## src/common/boot_guard_pkg.sv

```systemverilog
// Shared constants and carriers for the boot select and flash guard block
`default_nettype none
package boot_guard_pkg;
	// ==================== APB map ====================
	localparam logic [7:0]  CTRL_OFS   = 8'h00;
	localparam logic [7:0]  LOCK_OFS   = 8'h04;
	localparam logic [7:0]  STAT_OFS   = 8'h08;
	localparam logic [1:0]  CTRL_RST   = 2'h0;
	localparam int          P2DIS_BIT  = 0;
	localparam int          DFMAP_BIT  = 1;
	// ==================== Flash layout ====================
	localparam logic [19:0] BOOT_CODE_ADDR = 20'h13FF0;
	localparam logic [19:0] VECTOR_ADDR    = 20'hFFFFC;
	localparam logic [19:0] USER_START     = 20'h10000;
	localparam int          NUM_CODE       = 12;
	localparam int          NUM_VEC        = 4;
	localparam int          NUM_ID         = 7;
	localparam int          NUM_RD         = 24;
	// ID bytes, last byte first
	localparam logic [139:0] ID_ADDRS = {20'hFFFFB, 20'hFFFF7, 20'hFFFF3,
		20'hFFFEF, 20'hFFFEB, 20'hFFFE3, 20'hFFFDF};
	// ==================== Patterns, byte 0 in low bits ====================
	localparam logic [63:0] USER_BOOT_SIGNATURE = 64'h746F_6F42_7265_7355;
	localparam logic [55:0] FORCED_ERASE_PATTERN = 56'h45_5341_5265_4C41;
	localparam logic [55:0] SERIAL_OFF_PATTERN   = 56'h74_6365_746F_7250;
	localparam logic [31:0] ERASED_VECTOR        = 32'hFFFF_FFFF;
	localparam logic [7:0]  LEVEL_HIGH_SERIAL    = 8'h00;
	localparam logic [7:0]  LEVEL_LOW_SERIAL     = 8'h01;
	localparam logic [7:0]  MAX_BIT_INDEX        = 8'h07;
	// ==================== Settling of synchronised straps ====================
	localparam logic [1:0]  STRAP_SETTLE = 2'h3;
	// Flash read request carrier
	typedef struct packed {
		logic        rd;
		logic [19:0] addr;
	} flash_req_t;
	// Selected boot outcome carrier
	typedef struct packed {
		logic        done;
		logic        boot_mode;
		logic        user_boot;
		logic        serial_mode;
		logic        serial_off;
		logic        skip_id;
		logic        par_protect;
	} boot_state_t;
endpackage : boot_guard_pkg
`default_nettype wire

```

## src/hw/boot_guard.sv

```systemverilog
// Boot path selection, flash guard and programmer ID check
`timescale 1ns/10ps
`default_nettype none
// Function
// - Boot mode: strap low, other two high
// - Signature mismatch always picks serial mode
// - Zero config bytes give user boot directly
// - Config gives port address and bit index
// - Level select 00h/01h maps sampled bit
// - Only port 0..10 addresses are accepted
// - User boot starts at second area
// - Second area usable while disable bit clear
// - Data flash mapped while map bit set
// - Locked first-area blocks refuse program/erase
// - Read protect bit 0 blocks parallel
// - ID mismatch refuses all further commands
// - Erased reset vector skips the ID check
// - Seven ID bytes from fixed addresses
// - Forced erase pattern is recognised
// - Serial disable pattern is recognised
// - Disable pattern: serial IDs ignored, every command refused
// - Both IDs forced erase: erase user ROM
module boot_guard
	import boot_guard_pkg::*;
#(
	parameter int          NUM_BLK  = 8,
	parameter logic [19:0] OPT_ADDR = 20'hFFFFF,
	parameter int          RCP_BIT  = 0
) (
	// Clock, reset, enable
	input  wire logic               pclk,
	input  wire logic               presetn,
	input  wire logic               ce,
	// APB slave
	input  wire logic               psel,
	input  wire logic               penable,
	input  wire logic               pwrite,
	input  wire logic [7:0]         paddr,
	input  wire logic [31:0]        pwdata,
	output logic [31:0]             prdata,
	output logic                    pready,
	output logic                    pslverr,
	// Strap pins
	input  wire logic               boot_strap_low_pin,
	input  wire logic               serial_strap_high_pin,
	input  wire logic               processor_mode_pin,
	// Flash and port read channel
	output flash_req_t              fl_req,
	input  wire logic               fl_ack,
	input  wire logic [7:0]         fl_rdata,
	// Boot outcome
	output boot_state_t             boot_st,
	output logic [19:0]             start_addr,
	output logic                    prog2_area_en,
	output logic                    data_flash_map_enable,
	// Serial programmer
	input  wire logic               id_valid,
	input  wire logic [55:0]        id_rx,
	input  wire logic               cmd_valid,
	output logic                    cmd_ok,
	output logic                    cmd_refused,
	output logic                    forced_erase,
	// Parallel programmer
	input  wire logic               par_req,
	output logic                    par_ok,
	output logic                    par_refused,
	// Program or erase on first area
	input  wire logic               op_req,
	input  wire logic [$clog2(NUM_BLK)-1:0] op_blk,
	output logic                    op_ok,
	output logic                    op_refused
);
	// ==================== Types ====================
	typedef enum logic [2:0] {
		ST_SETTLE,
		ST_READ,
		ST_PORT,
		ST_EVAL,
		ST_DONE
	} seq_t;
	typedef enum logic [1:0] {
		ID_WAIT,
		ID_ACCEPT,
		ID_REFUSE
	} id_t;

	// ==================== Strap synchronisers ====================
	logic [2:0] strap_m_r;
	logic [2:0] strap_s_r;
	// Two stages, first stage read only by second
	always_ff @(posedge pclk or negedge presetn) begin
		if (!presetn) begin
			strap_m_r <= 3'h0;
			strap_s_r <= 3'h0;
		end else if (ce) begin
			strap_m_r <= {boot_strap_low_pin, serial_strap_high_pin, processor_mode_pin};
			strap_s_r <= strap_m_r;
		end
	end

	// ==================== Helper functions ====================
	// Read address for each step of the load list
	function automatic logic [19:0] rd_addr(input logic [4:0] i);
		logic [19:0] a;
		a = OPT_ADDR;
		if (i < 5'(NUM_CODE))
			a = BOOT_CODE_ADDR + 20'(i);
		else if (i < 5'(NUM_CODE + NUM_VEC))
			a = VECTOR_ADDR + 20'(i - 5'(NUM_CODE));
		else if (i < 5'(NUM_RD - 1))
			a = ID_ADDRS[(i - 5'(NUM_CODE + NUM_VEC)) * 20 +: 20];
		return a;
	endfunction : rd_addr

	// Port register addresses P0..P10 only
	function automatic logic port_ok(input logic [15:0] a);
		logic ok;
		ok = 1'b0;
		case (a)
			16'h03E0, 16'h03E1, 16'h03E4, 16'h03E5,
			16'h03E8, 16'h03E9, 16'h03EC, 16'h03ED,
			16'h03F0, 16'h03F1, 16'h03F4: ok = 1'b1;
			default: ok = 1'b0;
		endcase
		return ok;
	endfunction : port_ok

	// ==================== Boot sequencer state ====================
	seq_t          seq_r;
	seq_t          seq_nxt;
	logic [1:0]    settle_r;
	logic [1:0]    settle_nxt;
	logic [4:0]    idx_r;
	logic [4:0]    idx_nxt;
	logic [191:0]  data_r;
	logic [191:0]  data_nxt;
	logic [7:0]    port_r;
	logic [7:0]    port_nxt;
	logic          bootm_r;
	logic          bootm_nxt;
	flash_req_t    req_r;
	flash_req_t    req_nxt;
	boot_state_t   st_r;
	boot_state_t   st_nxt;
	logic [19:0]   start_r;
	logic [19:0]   start_nxt;

	// Fields of the loaded image
	logic [63:0]   code_sig;
	logic [15:0]   ent_addr;
	logic [7:0]    ent_bit;
	logic [7:0]    ent_lvl;
	logic [31:0]   vec;
	logic [55:0]   id_st;
	logic [7:0]    opt;
	logic          sampled;
	logic          user_sel;
	assign code_sig = data_r[63:0];
	assign ent_addr = data_r[79:64];
	assign ent_bit  = data_r[87:80];
	assign ent_lvl  = data_r[95:88];
	assign vec      = data_r[127:96];
	assign id_st    = data_r[183:128];
	assign opt      = data_r[191:184];
	assign sampled  = port_r[ent_bit[2:0]];

	// Outcome of the boot code field
	always_comb begin
		user_sel = 1'b0;
		if (code_sig != USER_BOOT_SIGNATURE)
			user_sel = 1'b0;
		else if (data_r[95:64] == 32'h0)
			user_sel = 1'b1;
		else if (!port_ok(ent_addr) || ent_bit > MAX_BIT_INDEX)
			user_sel = 1'b0;
		else if (ent_lvl == LEVEL_HIGH_SERIAL)
			user_sel = ~sampled;
		else if (ent_lvl == LEVEL_LOW_SERIAL)
			user_sel = sampled;
		else
			user_sel = 1'b0;
	end

	// Next state of the once-only load and decision
	always_comb begin
		seq_nxt    = seq_r;
		settle_nxt = settle_r;
		idx_nxt    = idx_r;
		data_nxt   = data_r;
		port_nxt   = port_r;
		bootm_nxt  = bootm_r;
		req_nxt    = req_r;
		st_nxt     = st_r;
		start_nxt  = start_r;
		case (seq_r)
			ST_SETTLE: begin
				settle_nxt = settle_r + 2'h1;
				if (settle_r == STRAP_SETTLE) begin
					// Straps caught once, after the synchronisers fill
					bootm_nxt = ~strap_s_r[2] & strap_s_r[1] & strap_s_r[0];
					req_nxt   = '{rd: 1'b1, addr: rd_addr(5'h0)};
					seq_nxt   = ST_READ;
				end
			end
			ST_READ: begin
				if (fl_ack) begin
					data_nxt[idx_r * 8 +: 8] = fl_rdata;
					idx_nxt = idx_r + 5'h1;
					if (idx_r == 5'(NUM_RD - 1)) begin
						req_nxt.rd = 1'b0;
						seq_nxt    = ST_EVAL;
						// Port bit needed only for a valid entry port
						if (bootm_r && code_sig == USER_BOOT_SIGNATURE &&
							data_r[95:64] != 32'h0 && port_ok(ent_addr)) begin
							req_nxt = '{rd: 1'b1, addr: {4'h0, ent_addr}};
							seq_nxt = ST_PORT;
						end
					end else begin
						req_nxt.addr = rd_addr(idx_r + 5'h1);
					end
				end
			end
			ST_PORT: begin
				if (fl_ack) begin
					port_nxt   = fl_rdata;
					req_nxt.rd = 1'b0;
					seq_nxt    = ST_EVAL;
				end
			end
			ST_EVAL: begin
				st_nxt.done        = 1'b1;
				st_nxt.boot_mode   = bootm_r;
				st_nxt.user_boot   = bootm_r & user_sel;
				st_nxt.serial_mode = bootm_r & ~user_sel;
				st_nxt.serial_off  = (id_st == SERIAL_OFF_PATTERN);
				st_nxt.skip_id     = (vec == ERASED_VECTOR);
				st_nxt.par_protect = ~opt[RCP_BIT];
				start_nxt = (bootm_r & user_sel) ? USER_START : vec[19:0];
				seq_nxt   = ST_DONE;
			end
			ST_DONE: begin
				seq_nxt = ST_DONE;
			end
			default: begin
				seq_nxt = ST_SETTLE;
			end
		endcase
	end

	// Sequencer registers
	always_ff @(posedge pclk or negedge presetn) begin
		if (!presetn) begin
			seq_r    <= ST_SETTLE;
			settle_r <= 2'h0;
			idx_r    <= 5'h0;
			data_r   <= 192'h0;
			port_r   <= 8'h0;
			bootm_r  <= 1'b0;
			req_r    <= '0;
			st_r     <= '0;
			start_r  <= 20'h0;
		end else if (ce) begin
			seq_r    <= seq_nxt;
			settle_r <= settle_nxt;
			idx_r    <= idx_nxt;
			data_r   <= data_nxt;
			port_r   <= port_nxt;
			bootm_r  <= bootm_nxt;
			req_r    <= req_nxt;
			st_r     <= st_nxt;
			start_r  <= start_nxt;
		end
	end

	// ==================== Programmer ID check ====================
	id_t  id_r;
	id_t  id_nxt;
	logic cmd_ok_nxt;
	logic cmd_ref_nxt;
	logic fe_nxt;
	logic ser_live;
	// Serial path exists only in serial mode and without the disable pattern
	assign ser_live = st_r.serial_mode & ~st_r.serial_off;

	always_comb begin
		id_nxt      = id_r;
		cmd_ok_nxt  = 1'b0;
		cmd_ref_nxt = 1'b0;
		fe_nxt      = 1'b0;
		if (ser_live && id_r == ID_WAIT && id_valid) begin
			if (st_r.skip_id)
				id_nxt = ID_ACCEPT;
			else if (id_rx == FORCED_ERASE_PATTERN &&
				(id_st == FORCED_ERASE_PATTERN || !st_r.par_protect)) begin
				fe_nxt = 1'b1;
				id_nxt = ID_ACCEPT;
			end else if (id_rx == id_st && id_st != FORCED_ERASE_PATTERN)
				id_nxt = ID_ACCEPT;
			else
				id_nxt = ID_REFUSE;
		end
		if (cmd_valid) begin
			// Refusal is sticky until the next reset
			cmd_ok_nxt  = ser_live & (id_r == ID_ACCEPT | st_r.skip_id);
			cmd_ref_nxt = ~cmd_ok_nxt;
		end
	end

	logic cmd_ok_r;
	logic cmd_ref_r;
	logic fe_r;
	always_ff @(posedge pclk or negedge presetn) begin
		if (!presetn) begin
			id_r      <= ID_WAIT;
			cmd_ok_r  <= 1'b0;
			cmd_ref_r <= 1'b0;
			fe_r      <= 1'b0;
		end else if (ce) begin
			id_r      <= id_nxt;
			cmd_ok_r  <= cmd_ok_nxt;
			cmd_ref_r <= cmd_ref_nxt;
			fe_r      <= fe_nxt;
		end
	end

	// ==================== APB registers and access checks ====================
	logic [1:0]         ctrl_r;
	logic [1:0]         ctrl_nxt;
	logic [NUM_BLK-1:0] lock_r;
	logic [NUM_BLK-1:0] lock_nxt;
	logic [31:0]        rdata_r;
	logic [31:0]        rdata_nxt;
	logic               rdy_r;
	logic               rdy_nxt;
	logic               err_r;
	logic               err_nxt;
	logic               par_ok_r;
	logic               par_ok_nxt;
	logic               par_ref_r;
	logic               par_ref_nxt;
	logic               op_ok_r;
	logic               op_ok_nxt;
	logic               op_ref_r;
	logic               op_ref_nxt;
	logic               p2_r;
	logic               df_r;
	logic               hit;

	// One wait state; write lands at the pready edge
	always_comb begin
		ctrl_nxt  = ctrl_r;
		lock_nxt  = lock_r;
		rdata_nxt = 32'h0;
		err_nxt   = 1'b0;
		rdy_nxt   = psel & penable & ~rdy_r;
		hit       = (paddr == CTRL_OFS) | (paddr == LOCK_OFS) | (paddr == STAT_OFS);
		if (rdy_nxt) begin
			err_nxt = ~hit;
			case (paddr)
				CTRL_OFS: rdata_nxt = {30'h0, ctrl_r};
				LOCK_OFS: rdata_nxt = 32'(lock_r);
				STAT_OFS: rdata_nxt = {23'h0, id_r, st_r};
				default:  rdata_nxt = 32'h0;
			endcase
		end
		if (rdy_r && psel && penable && pwrite) begin
			if (paddr == CTRL_OFS)
				ctrl_nxt = pwdata[1:0];
			if (paddr == LOCK_OFS)
				lock_nxt = pwdata[NUM_BLK-1:0];
		end
		// Parallel interface stays shut while protected or undecided
		par_ok_nxt  = par_req & st_r.done & ~st_r.par_protect;
		par_ref_nxt = par_req & ~par_ok_nxt;
		op_ok_nxt   = op_req & st_r.done & ~lock_r[op_blk];
		op_ref_nxt  = op_req & ~op_ok_nxt;
	end

	always_ff @(posedge pclk or negedge presetn) begin
		if (!presetn) begin
			ctrl_r    <= CTRL_RST;
			lock_r    <= '0;
			rdata_r   <= 32'h0;
			rdy_r     <= 1'b0;
			err_r     <= 1'b0;
			par_ok_r  <= 1'b0;
			par_ref_r <= 1'b0;
			op_ok_r   <= 1'b0;
			op_ref_r  <= 1'b0;
			p2_r      <= 1'b0;
			df_r      <= 1'b0;
		end else if (ce) begin
			ctrl_r    <= ctrl_nxt;
			lock_r    <= lock_nxt;
			rdata_r   <= rdata_nxt;
			rdy_r     <= rdy_nxt;
			err_r     <= err_nxt;
			par_ok_r  <= par_ok_nxt;
			par_ref_r <= par_ref_nxt;
			op_ok_r   <= op_ok_nxt;
			op_ref_r  <= op_ref_nxt;
			p2_r      <= ~ctrl_nxt[P2DIS_BIT];
			df_r      <= ctrl_nxt[DFMAP_BIT];
		end
	end

	// ==================== Outputs ====================
	assign prdata                = rdata_r;
	assign pready                = rdy_r;
	assign pslverr               = err_r;
	assign fl_req                = req_r;
	assign boot_st               = st_r;
	assign start_addr            = start_r;
	assign prog2_area_en         = p2_r;
	assign data_flash_map_enable = df_r;
	assign cmd_ok                = cmd_ok_r;
	assign cmd_refused           = cmd_ref_r;
	assign forced_erase          = fe_r;
	assign par_ok                = par_ok_r;
	assign par_refused           = par_ref_r;
	assign op_ok                 = op_ok_r;
	assign op_refused            = op_ref_r;
endmodule : boot_guard
`default_nettype wire

```

## config.mk

```make
export PLATFORM = sky130hd
export DESIGN_NAME = boot_guard
export DESIGN_NICKNAME = d
export VERILOG_FILES = /design/src/common/boot_guard_pkg.sv /design/src/hw/boot_guard.sv
export SDC_FILE = /design/constraint.sdc
export NUM_CORES = 1
export LEC_CHECK = 0
export BUFFER_PORTS_ARGS = -buffer_cell sky130_fd_sc_hd__buf_2
export CAP_MARGIN = 15
export CELL_PAD_IN_SITES_DETAIL_PLACEMENT = 0
export CELL_PAD_IN_SITES_GLOBAL_PLACEMENT = 1
export CORE_ASPECT_RATIO = 1.75
export CORE_UTILIZATION = 42
export CTS_BUF_LIST = sky130_fd_sc_hd__clkbuf_8
export DETAILED_ROUTE_END_ITERATION = 10
export PLACE_DENSITY = 0.77
export RECOVER_POWER = 25
export SYNTH_ARGS = -nofsm -noshare
export SYNTH_HDL_FRONTEND = slang
export SYNTH_SLANG_ARGS = --single-unit
```

## constraint.sdc

```tcl
create_clock -name pclk -period 4 [get_ports pclk]
set_input_delay 0.2 -clock pclk [delete_from_list [all_inputs] [get_ports pclk]]
set_output_delay 0.2 -clock pclk [all_outputs]
set_load 0.01 [all_outputs]
```

* Word-level counts from Yosys, hierarchy flattened *
Cells that the tools add are included.

operators by class
  multiply operators = 1
  shifts and indexed selects = 3
  add/sub/neg operators = 7
  reduce and logical (&&, ||, !) cells = 34
  muxes and demuxes = 47
  order comparisons = 6
  equality and inequality tests = 34
  bitwise logic cells = 30

operator list
  operator                    number
  $bwmux 192                  1
  $shift 8x34->192 const A    1
  $shiftx 8x34->192           1
  $eq 16x10->1 const B        11
  $eq 56x55->1 const B        3
  $shiftx 140x33->20 const A  1
  $mux 20                     5
  $eq 64x63->1 const B        1
  $ne 64x63->1 const B        1
  $mux 21                     3
  $eq 56x56->1                1
  $ne 56x55->1 const B        1
  $pmux 20 s2                 1
  $neg 8->34                  1
  $eq 32x32->1 const B        1
  $logic_not 32->1            1
  $mul 32x3->30 const B       1
  $reduce_bool 32->1          1
  $pmux 9 s3                  1
  $mux 1                      22
  $add 17x5->18 const A       1
  $logic_not 8->1             2
  $and 1x1->1                 14
  $not 1->1                   13
  40 further kinds            73

word-level totals
  bits in registers = 320
  bits of input ports = 121
  logic and storage cells = 195

* Logic depth before layout (Yosys ltp) *
Gate-level depths: netlist (run 1).

  depth after elaboration = 12
  depth in mapped cells = 15
  depth with buffers taken out = 13

* Worst setup path after synthesis (run 1) *
Ideal clock, no wire load.

  path kind = reg-to-reg
  start = register idx_r[0]
  end = register req_r, in the netlist fl_req[10]
  arrival = 3.802 ns
  slack = 0.070 ns
  setup time = 0.128 ns
  data required time = 3.872 ns
  cell stages (with the launch flop) = 13
  clock period less this slack = 3.930 ns
  cells stage by stage = dfrtp_1 -> ha_1 -> xnor2_1 -> clkinv_1 -> clkbuf_1 -> ha_1 -> inv_1 -> fa_1 -> clkbuf_1 -> nor2_1 -> or4b_2 -> a311oi_1 -> o21ai_0

between the ends
  word-level cells in the longest chain between the ends = 10

ends and longest elaborated chain
  element                 RTL line           RTL
  from (decl)             boot_guard.sv:133  logic [4:0] idx_r;
  from (signal assigned)  boot_guard.sv:265  idx_r <= idx_nxt;
  $add 5x1->5             boot_guard.sv:219  req_nxt.addr = rd_addr(idx_r + 5'h1);
  $sub 5x5->6             boot_guard.sv:111  a = ID_ADDRS[(i - 5'(NUM_CODE + NUM_VEC)) * 20 +: 20];
  $mul 32x3->30           boot_guard.sv:111
  $shiftx 140x33->20      boot_guard.sv:111
  $mux 20                 boot_guard.sv:110  else if (i < 5'(NUM_RD - 1))
  $mux 20                 boot_guard.sv:108  else if (i < 5'(NUM_CODE + NUM_VEC))
  $mux 20                 boot_guard.sv:106  if (i < 5'(NUM_CODE))
  $mux 20                 boot_guard.sv:209  if (idx_r == 5'(NUM_RD - 1)) begin
  $mux 21                 boot_guard.sv:206  if (fl_ack) begin
  $pmux 20 s2             boot_guard.sv:195  case (seq_r)
  to (signal assigned)    boot_guard.sv:269  req_r <= req_nxt;
  to (decl)               boot_guard.sv:141  flash_req_t req_r;

Parallel ways exist; a longest one is shown, timed or not. The select of a mux whose other input is x is not followed.
A chain may end at the register's enable or synchronous reset.

* Worst setup path after layout (run 1) *
  start = register idx_r[0]
  end = register req_r, in the netlist fl_req[4]

Same word-level chain as after synthesis.

==> results.json, run 1 <==
{
  "cp-start-kind": "register",
  "drive_gt1_share_pct": 19.2,
  "routedWlPerCell_um": 22.0,
  "fmax_mhz": 273,
  "clock_path_buffers": 3,
  "htreeDepth": 2,
  "synth_area_um2": 14700,
  "async_flop_share_pct": 100,
  "die_w_um": 144,
  "path_cells": "buf_4 -> nand3_1 -> xor2_1 -> inv_1 -> ha_1 -> inv_1 -> ha_1 -> and3_1 -> or3_1 -> a222oi_1 -> and2_0 -> buf_4 -> a21boi_0 -> a211oi_1",
  "yosys_warnings": 0,
  "clkLatencyLatePin_ps": 600,
  "ys.flop_type": "dfrtp_1",
  "gp_congestion": 0.918,
  "synth_top_cell_by_area": "dfrtp_1",
  "die_area_um2": 35900,
  "grt_max_degree": 126,
  "antenna_found_initial": 1,
  "critPathMaxStageDelay_ps": 420,
  "syn2layout_area_growth_pct": 17.0,
  "criticalPathCategory": "reg2reg",
  "fin_nets": 1799,
  "rows": 90,
  "failed_checks": "DRC, capacitance limit, slew limit",
  "synthCells": 1465,
  "grt_pass1_wl_um": 73200,
  "dp.cells": 2049,
  "yosysMostFrequentCell": "dfrtp_1",
  "max_slew_margin_pct": -116,
  "grt_overflow": 0,
  "status": "complete, but fails checks",
  "cts_buffers": 44,
  "post-route-period-util_pct": 91.7,
  "fp.dieH_um": 250,
  "cp-end-kind": "register",
  "drt_iter0_markers": 727,
  "io_buffers": 164,
  "path_clk_slew_ps": 60,
  "min_period_ps": 3670,
  "cap_viol_max_count": 1,
  "maxSlewViolCount": 124,
  "grtUsageTotal_pct": 27.2,
  "yosysSeqAreaShare_pct": 49.0,
  "finalHoldViolCount": 0,
  "power_density_nw_per_um2": 638,
  "hold_path.class": "in2reg",
  "cpMaxStageDelayCell": "a222oi_1",
  "p_leak_uw": 0.00769,
  "cp_max_fo": 13,
  "setup_viol": 0,
  "fin_skew_ps": 42.7,
  "critPathArrivalTime_ps": 4170,
  "ys_types": 78,
  "hpwl_um": 35200,
  "synth_edf_count": 0,
  "yosys-top-cells-area": "dfrtp_1 (49%), nand2_1 (5.6%), o31ai_1 (5.3%)",
  "worst_slew_pin_slew_ps": 3240,
  "grt_pass1_vias": 12600,
  "tritoncts": "done",
  "yosys_register_bits": 289,
  "synth_top_area_share_pct": 49.0,
  "clock_sinks": 289,
  "drtAntennaViolNets": 0,
  "cp_data_required_time_ps": 4500,
  "drt-pass1-iter-count": 10,
  "syn-mean-instance-area_um2": 10.1,
  "core_um2": 34600,
  "synthTopCellsByCount": "dfrtp_1 (289), nand2_1 (221), o31ai_1 (105)",
  "viasPerCell": 5.71,
  "cts_root_buffer": "clkbuf_8",
  "finalPower_uw": 11000,
  "drt-total-wl_um": 47400,
  "dr_total_vias": 12300,
  "ir_worst_vdd_uv": 400,
  "instances_no_fill": 2157,
  "start_util_pct": 42.7,
  "pin_count": 212,
  "route.detailed.drc": 1
}
[worst paths after layout]
path | cells after the start | slack, ps | end | startpoint
min | 3 | 40 | data_r[0]$_DFFE_PN0P_ | fl_rdata[0]
min reg2reg | 1 | 460 | boot_st[0]$_DFFE_PN0P_ | data_r[184]$_DFFE_PN0P_
max reg2reg | 14 | 330 | fl_req[4]$_DFFE_PN0P_ | idx_r[0]$_DFFE_PN0P_
min in group asynchronous | 2 | 1270 | par_refused$_DFFE_PN0P_ | presetn
max | 14 | 330 | fl_req[4]$_DFFE_PN0P_ | idx_r[0]$_DFFE_PN0P_
max in group asynchronous | 2 | 840 | data_r[99]$_DFFE_PN0P_ | presetn
[routing by layer]
layer	share of wire [%]	track usage [%]
met3	4.6	2.84
met2	53	49.0
met1	36	29.6
met5	0	0
met4	7.1	18.1
[state kept, by name, indices dropped and copies added, names as in the netlist, 2 cells and up]
| signal | count |
|---|---|
| boot_st | 7 |
| ctrl_r | 2 |
| data_r | 185 |
| fl_req | 21 |
| id_r | 2 |
| idx_r | 5 |
| lock_r | 8 |
| port_r | 8 |
| prdata | 9 |
| seq_r | 3 |
| settle_r | 2 |
| start_addr | 20 |
| strap_m_r | 3 |
| strap_s_r | 3 |
[what timing repair did]
| item | 4_1_cts | 5_1_grt |
|---|---|---|
| resized for setup | 0 | 1 |
| setup endpoints to repair | 0 | 6 |
| hold endpoints to repair | 158 | 0 |
| setup buffers | 0 | 1 |
| hold buffers | 26 | 0 |
[where the power goes]
part / leakage (uW) / switching, uW / internal [uW] / total (uW)
logic: 0.00331 / 3180 / 1610 / 4780
registers: 0.00385 / 342 / 3260 / 3600
clock network: 0.000522 / 1220 / 1400 / 2620
total: 0.00769 / 4740 / 6270 / 11000
[final cells by class]
class / instances / area [um2]
Antenna cell: 1 / 2.50
Clock buffer: 56 / 771
Clock inverter: 22 / 164
Fill cell: 3258 / 17300
Inverter: 32 / 120
Multi-Input combinational cell: 1071 / 7040
Sequential cell: 289 / 7230
Tap cell: 460 / 576
Timing Repair Buffer: 226 / 1360
[kinds of logic after synthesis]
group	count (synthesis)	share of synthesized area, %
flops	289	49.0
other cells	1	0.0254
simple gates	576	20.5
buf+inv	127	3.87
fa+ha+maj	14	1.24
xor+xnor	70	4.16
mux	102	7.82
compound gates	286	13.4
[critical path, delay by kind of cell (launching register included)]
family | cells | cell delay (ps)
flops | 1 | 400
fa+ha+maj | 2 | 650
buf+inv | 4 | 580
compound gates | 3 | 760
xor+xnor | 1 | 310
simple gates | 4 | 910
[layout by cell type (no fill, tap or decap), types with 29 or more instances in the layout]
| cell | instances |
|---|---|
| dfrtp_1 | 289 |
| nand2_1 | 221 |
| buf_2 | 136 |
| o31ai_1 | 105 |
| nor2_1 | 97 |
| o21ai_0 | 70 |
| mux2_2 | 64 |
| xnor2_1 | 63 |
| clkbuf_8 | 56 |
| nand4_1 | 45 |
| inv_1 | 43 |
| nand3_1 | 37 |
| mux2i_1 | 32 |
| buf_4 | 31 |
| clkbuf_1 | 29 |
[metrics by stage]
stage | setup TNS (ps) | area (um2) | utilization, % | setup WS [ps] | hold WS, ps
floorplan | 0 | 14800 | - | 70.1 | -95.6
global placement | 0 | 16100 | 46.5 | 299 | 390
detailed placement | 0 | 16100 | 46.5 | 254 | 392
CTS | 0 | 17300 | 49.9 | 265 | 13.1
global route | -46.1 | 17300 | 49.9 | -46.1 | 24.2
finish | 0 | 17300 | 49.9 | 332 | 40.3
No activity file was read; power rests on OpenSTA's default activity.
==> run 2: changes to the inputs <==
MAX_ROUTING_LAYER = met4   (was not set)
==> run 2 against run 1 <==
Net effect: maximum frequency fell by 0.46%; largest power group unchanged; critical path depth is the same; the run ends with capacitance limit, slew limit left; sequential power barely moved; highest routed layer unchanged; critical endpoint unchanged; wire length is 0.26% lower; clock-buffer cell count increased by 1.
==> results.json, run 2 (synthesis results as in run 1) <==
{
  "status": "complete, but fails checks",
  "failed_checks": "capacitance limit, slew limit",
  "min_period_ps": 3680,
  "worstRegToRegCells": 14,
  "timing.rr.end": "fl_req[4]$_DFFE_PN0P_",
  "criticalPathCategory": "reg2reg",
  "path_clk_slew_ps": 60,
  "drtAntennaViolNets": 0,
  "hold_path.class": "in2reg",
  "critPathArrivalTime_ps": 4180,
  "clock_sinks": 289,
  "cts-resized-gates": 0,
  "io_buffers": 164,
  "layout_common_cells": "dfrtp_1 (289), nand2_1 (221), buf_2 (136)",
  "gp_congestion": 0.933,
  "nFillCells": 3333,
  "cts_buffers": 46,
  "syn2layout_area_growth_pct": 16.6,
  "dp.cells": 2050,
  "hpwl_um": 35300,
  "dr_total_vias": 12300,
  "r2r_slack_ps": 320,
  "share_clk_of_total_power_pct": 23.3,
  "instances_no_fill": 2155,
  "layout_commonest_cell": "dfrtp_1",
  "swShare_pct": 43.4,
  "ir_worst_vdd_uv": 432,
  "hold_start": "fl_rdata[2]",
  "finalHoldViolCount": 0,
  "grtUsageTotal_pct": 27.8,
  "largest-register": "data_r",
  "power_density_nw_per_um2": 633,
  "cp-start-kind": "register",
  "fin_skew_ps": 25.6,
  "max_slew_margin_pct": -83.7,
  "clock_path_buffers": 3,
  "cp-end-kind": "register",
  "internal_power_uw": 6150,
  "die_area_um2": 35900,
  "grt_overflow": 0,
  "min_to": "data_r[2]$_DFFE_PN0P_",
  "largest_register_ffs": 185,
  "fin_ws_ps": 316,
  "antenna_found_initial": 1,
  "cp_max_fo": 13,
  "seqPwrFrac_pct": 33.2,
  "rows": 90,
  "route.detailed.drc": 0,
  "worst_slew_pin_slew_ps": 2760,
  "htreeDepth": 2,
  "grt_max_degree": 110,
  "worstReg2RegStart": "idx_r[1]$_DFFE_PN0P_",
  "p_comb_share_pct": 43.6,
  "drt-pass1-iter-count": 5,
  "maxSlewViolCount": 109,
  "critical_path.startpoint": "idx_r[1]$_DFFE_PN0P_",
  "fin_util_pct": 49.7,
  "grt_pass1_wl_um": 72500,
  "core_um2": 34600,
  "post-route-period-util_pct": 92.1,
  "p_switching_uw": 4720,
  "setup_tns_ps": 0,
  "worstHoldPathCells": 3,
  "tritoncts": "done",
  "start_util_pct": 42.7,
  "drive_gt1_share_pct": 19.1,
  "fmax_mhz": 271,
  "cap_viol_max_count": 1,
  "die_w_um": 144,
  "post-place-ws_ps": 286,
  "cp_data_required_time_ps": 4500,
  "pin_count": 212,
  "setup_viol": 0,
  "drt-total-wl_um": 47300,
  "cts_root_buffer": "clkbuf_8",
  "fp.dieH_um": 250,
  "viasPerCell": 5.69,
  "p_leak_uw": 0.00766,
  "routedWlPerCell_um": 22.0,
  "fin_nets": 1800,
  "grt_pass1_vias": 12400,
  "drt_iter0_markers": 765,
  "rsz0062_at_grt": "no",
  "clkLatencyLatePin_ps": 590
}
run 2: cell types whose count changed in the layout (fill, tap and decap cells not counted), sizes merged:
cell / before / now
bufinv: 2 / 1
clkbuf: 86 / 87
clkinv: 5 / 4
clkinvlp: 2 / 1
dlygate4sd3: 26 / 25
inv: 45 / 46
run 2: routing by layer:
metal | part of all wire, % | GRT usage, % | vias to the layer above | wire length (um)
li1 | - | - | 5695 | -
met5 | 0 | - | - | 0
met2 | 53 | 48.9 | 398 | 25000
met4 | 7.1 | 17.5 | 0 | 3340
met3 | 3.8 | 2.76 | 163 | 1800
met1 | 36 | 29.2 | 5999 | 17100
run 2: what timing repair did:
action / CTS / global route
hold buffers: 25 / 0
hold endpoints to repair: 137 / 0
endpoints found under the setup margin: 0 / 4
setup buffers: 0 / 1
run 2: stage by stage:
step	hold WS [ps]	area, um2	total power [uW]
after floorplan	-95.6	14800	6530
after global placement	312	16100	8290
after detailed placement	308	16100	8300
after CTS	8.27	17200	10900
after global routing	34.6	17200	11500
final	44.0	17200	10900
run 2: how the worst max path moves through the flow:
stage	slack, ps	cells after the start	end
2_1_floorplan	70	12	fl_req[10]$_DFFE_PN0P_
3_3_place_gp	310	13	fl_req[4]$_DFFE_PN0P_
3_5_place_dp	290	13	fl_req[4]$_DFFE_PN0P_
4_1_cts	260	13	fl_req[4]$_DFFE_PN0P_
5_1_grt	70	15	fl_req[11]$_DFFE_PN0P_
6_report	320	14	fl_req[4]$_DFFE_PN0P_
run 2: cell type report:
class	instances	area, um2	area share, %
repair buffers	225	1320	7.66
clock inverters	20	124	0.721
clock buffers	57	785	4.56
inverters	32	120	0.699
diodes	1	2.50	0.0146
multi-input cells	1071	7030	40.9
well taps	460	576	3.35
flip-flops and latches	289	7230	42.1
run 2: worst max-delay path: stages, from the launching register on:
cell      delay (ps)
dfrtp_1          440
ha_1             210
nand3_1          160
xnor2_1          260
inv_1            140
ha_1             320
ha_1             310
and3_1           170
or3_1            370
a222oi_1         350
buf_4            180
and2_0           140
buf_4            200
a21boi_0         130
a211oi_1         220
run 2: power groups by stage:
stage	registers [uW]	clock network, uW	logic (uW)
global placement	3640	0	4640
finish	3610	2530	4740
global route	3650	2710	5110
detailed placement	3660	0	4640
CTS	3600	2590	4680
floorplan	3560	0	2960
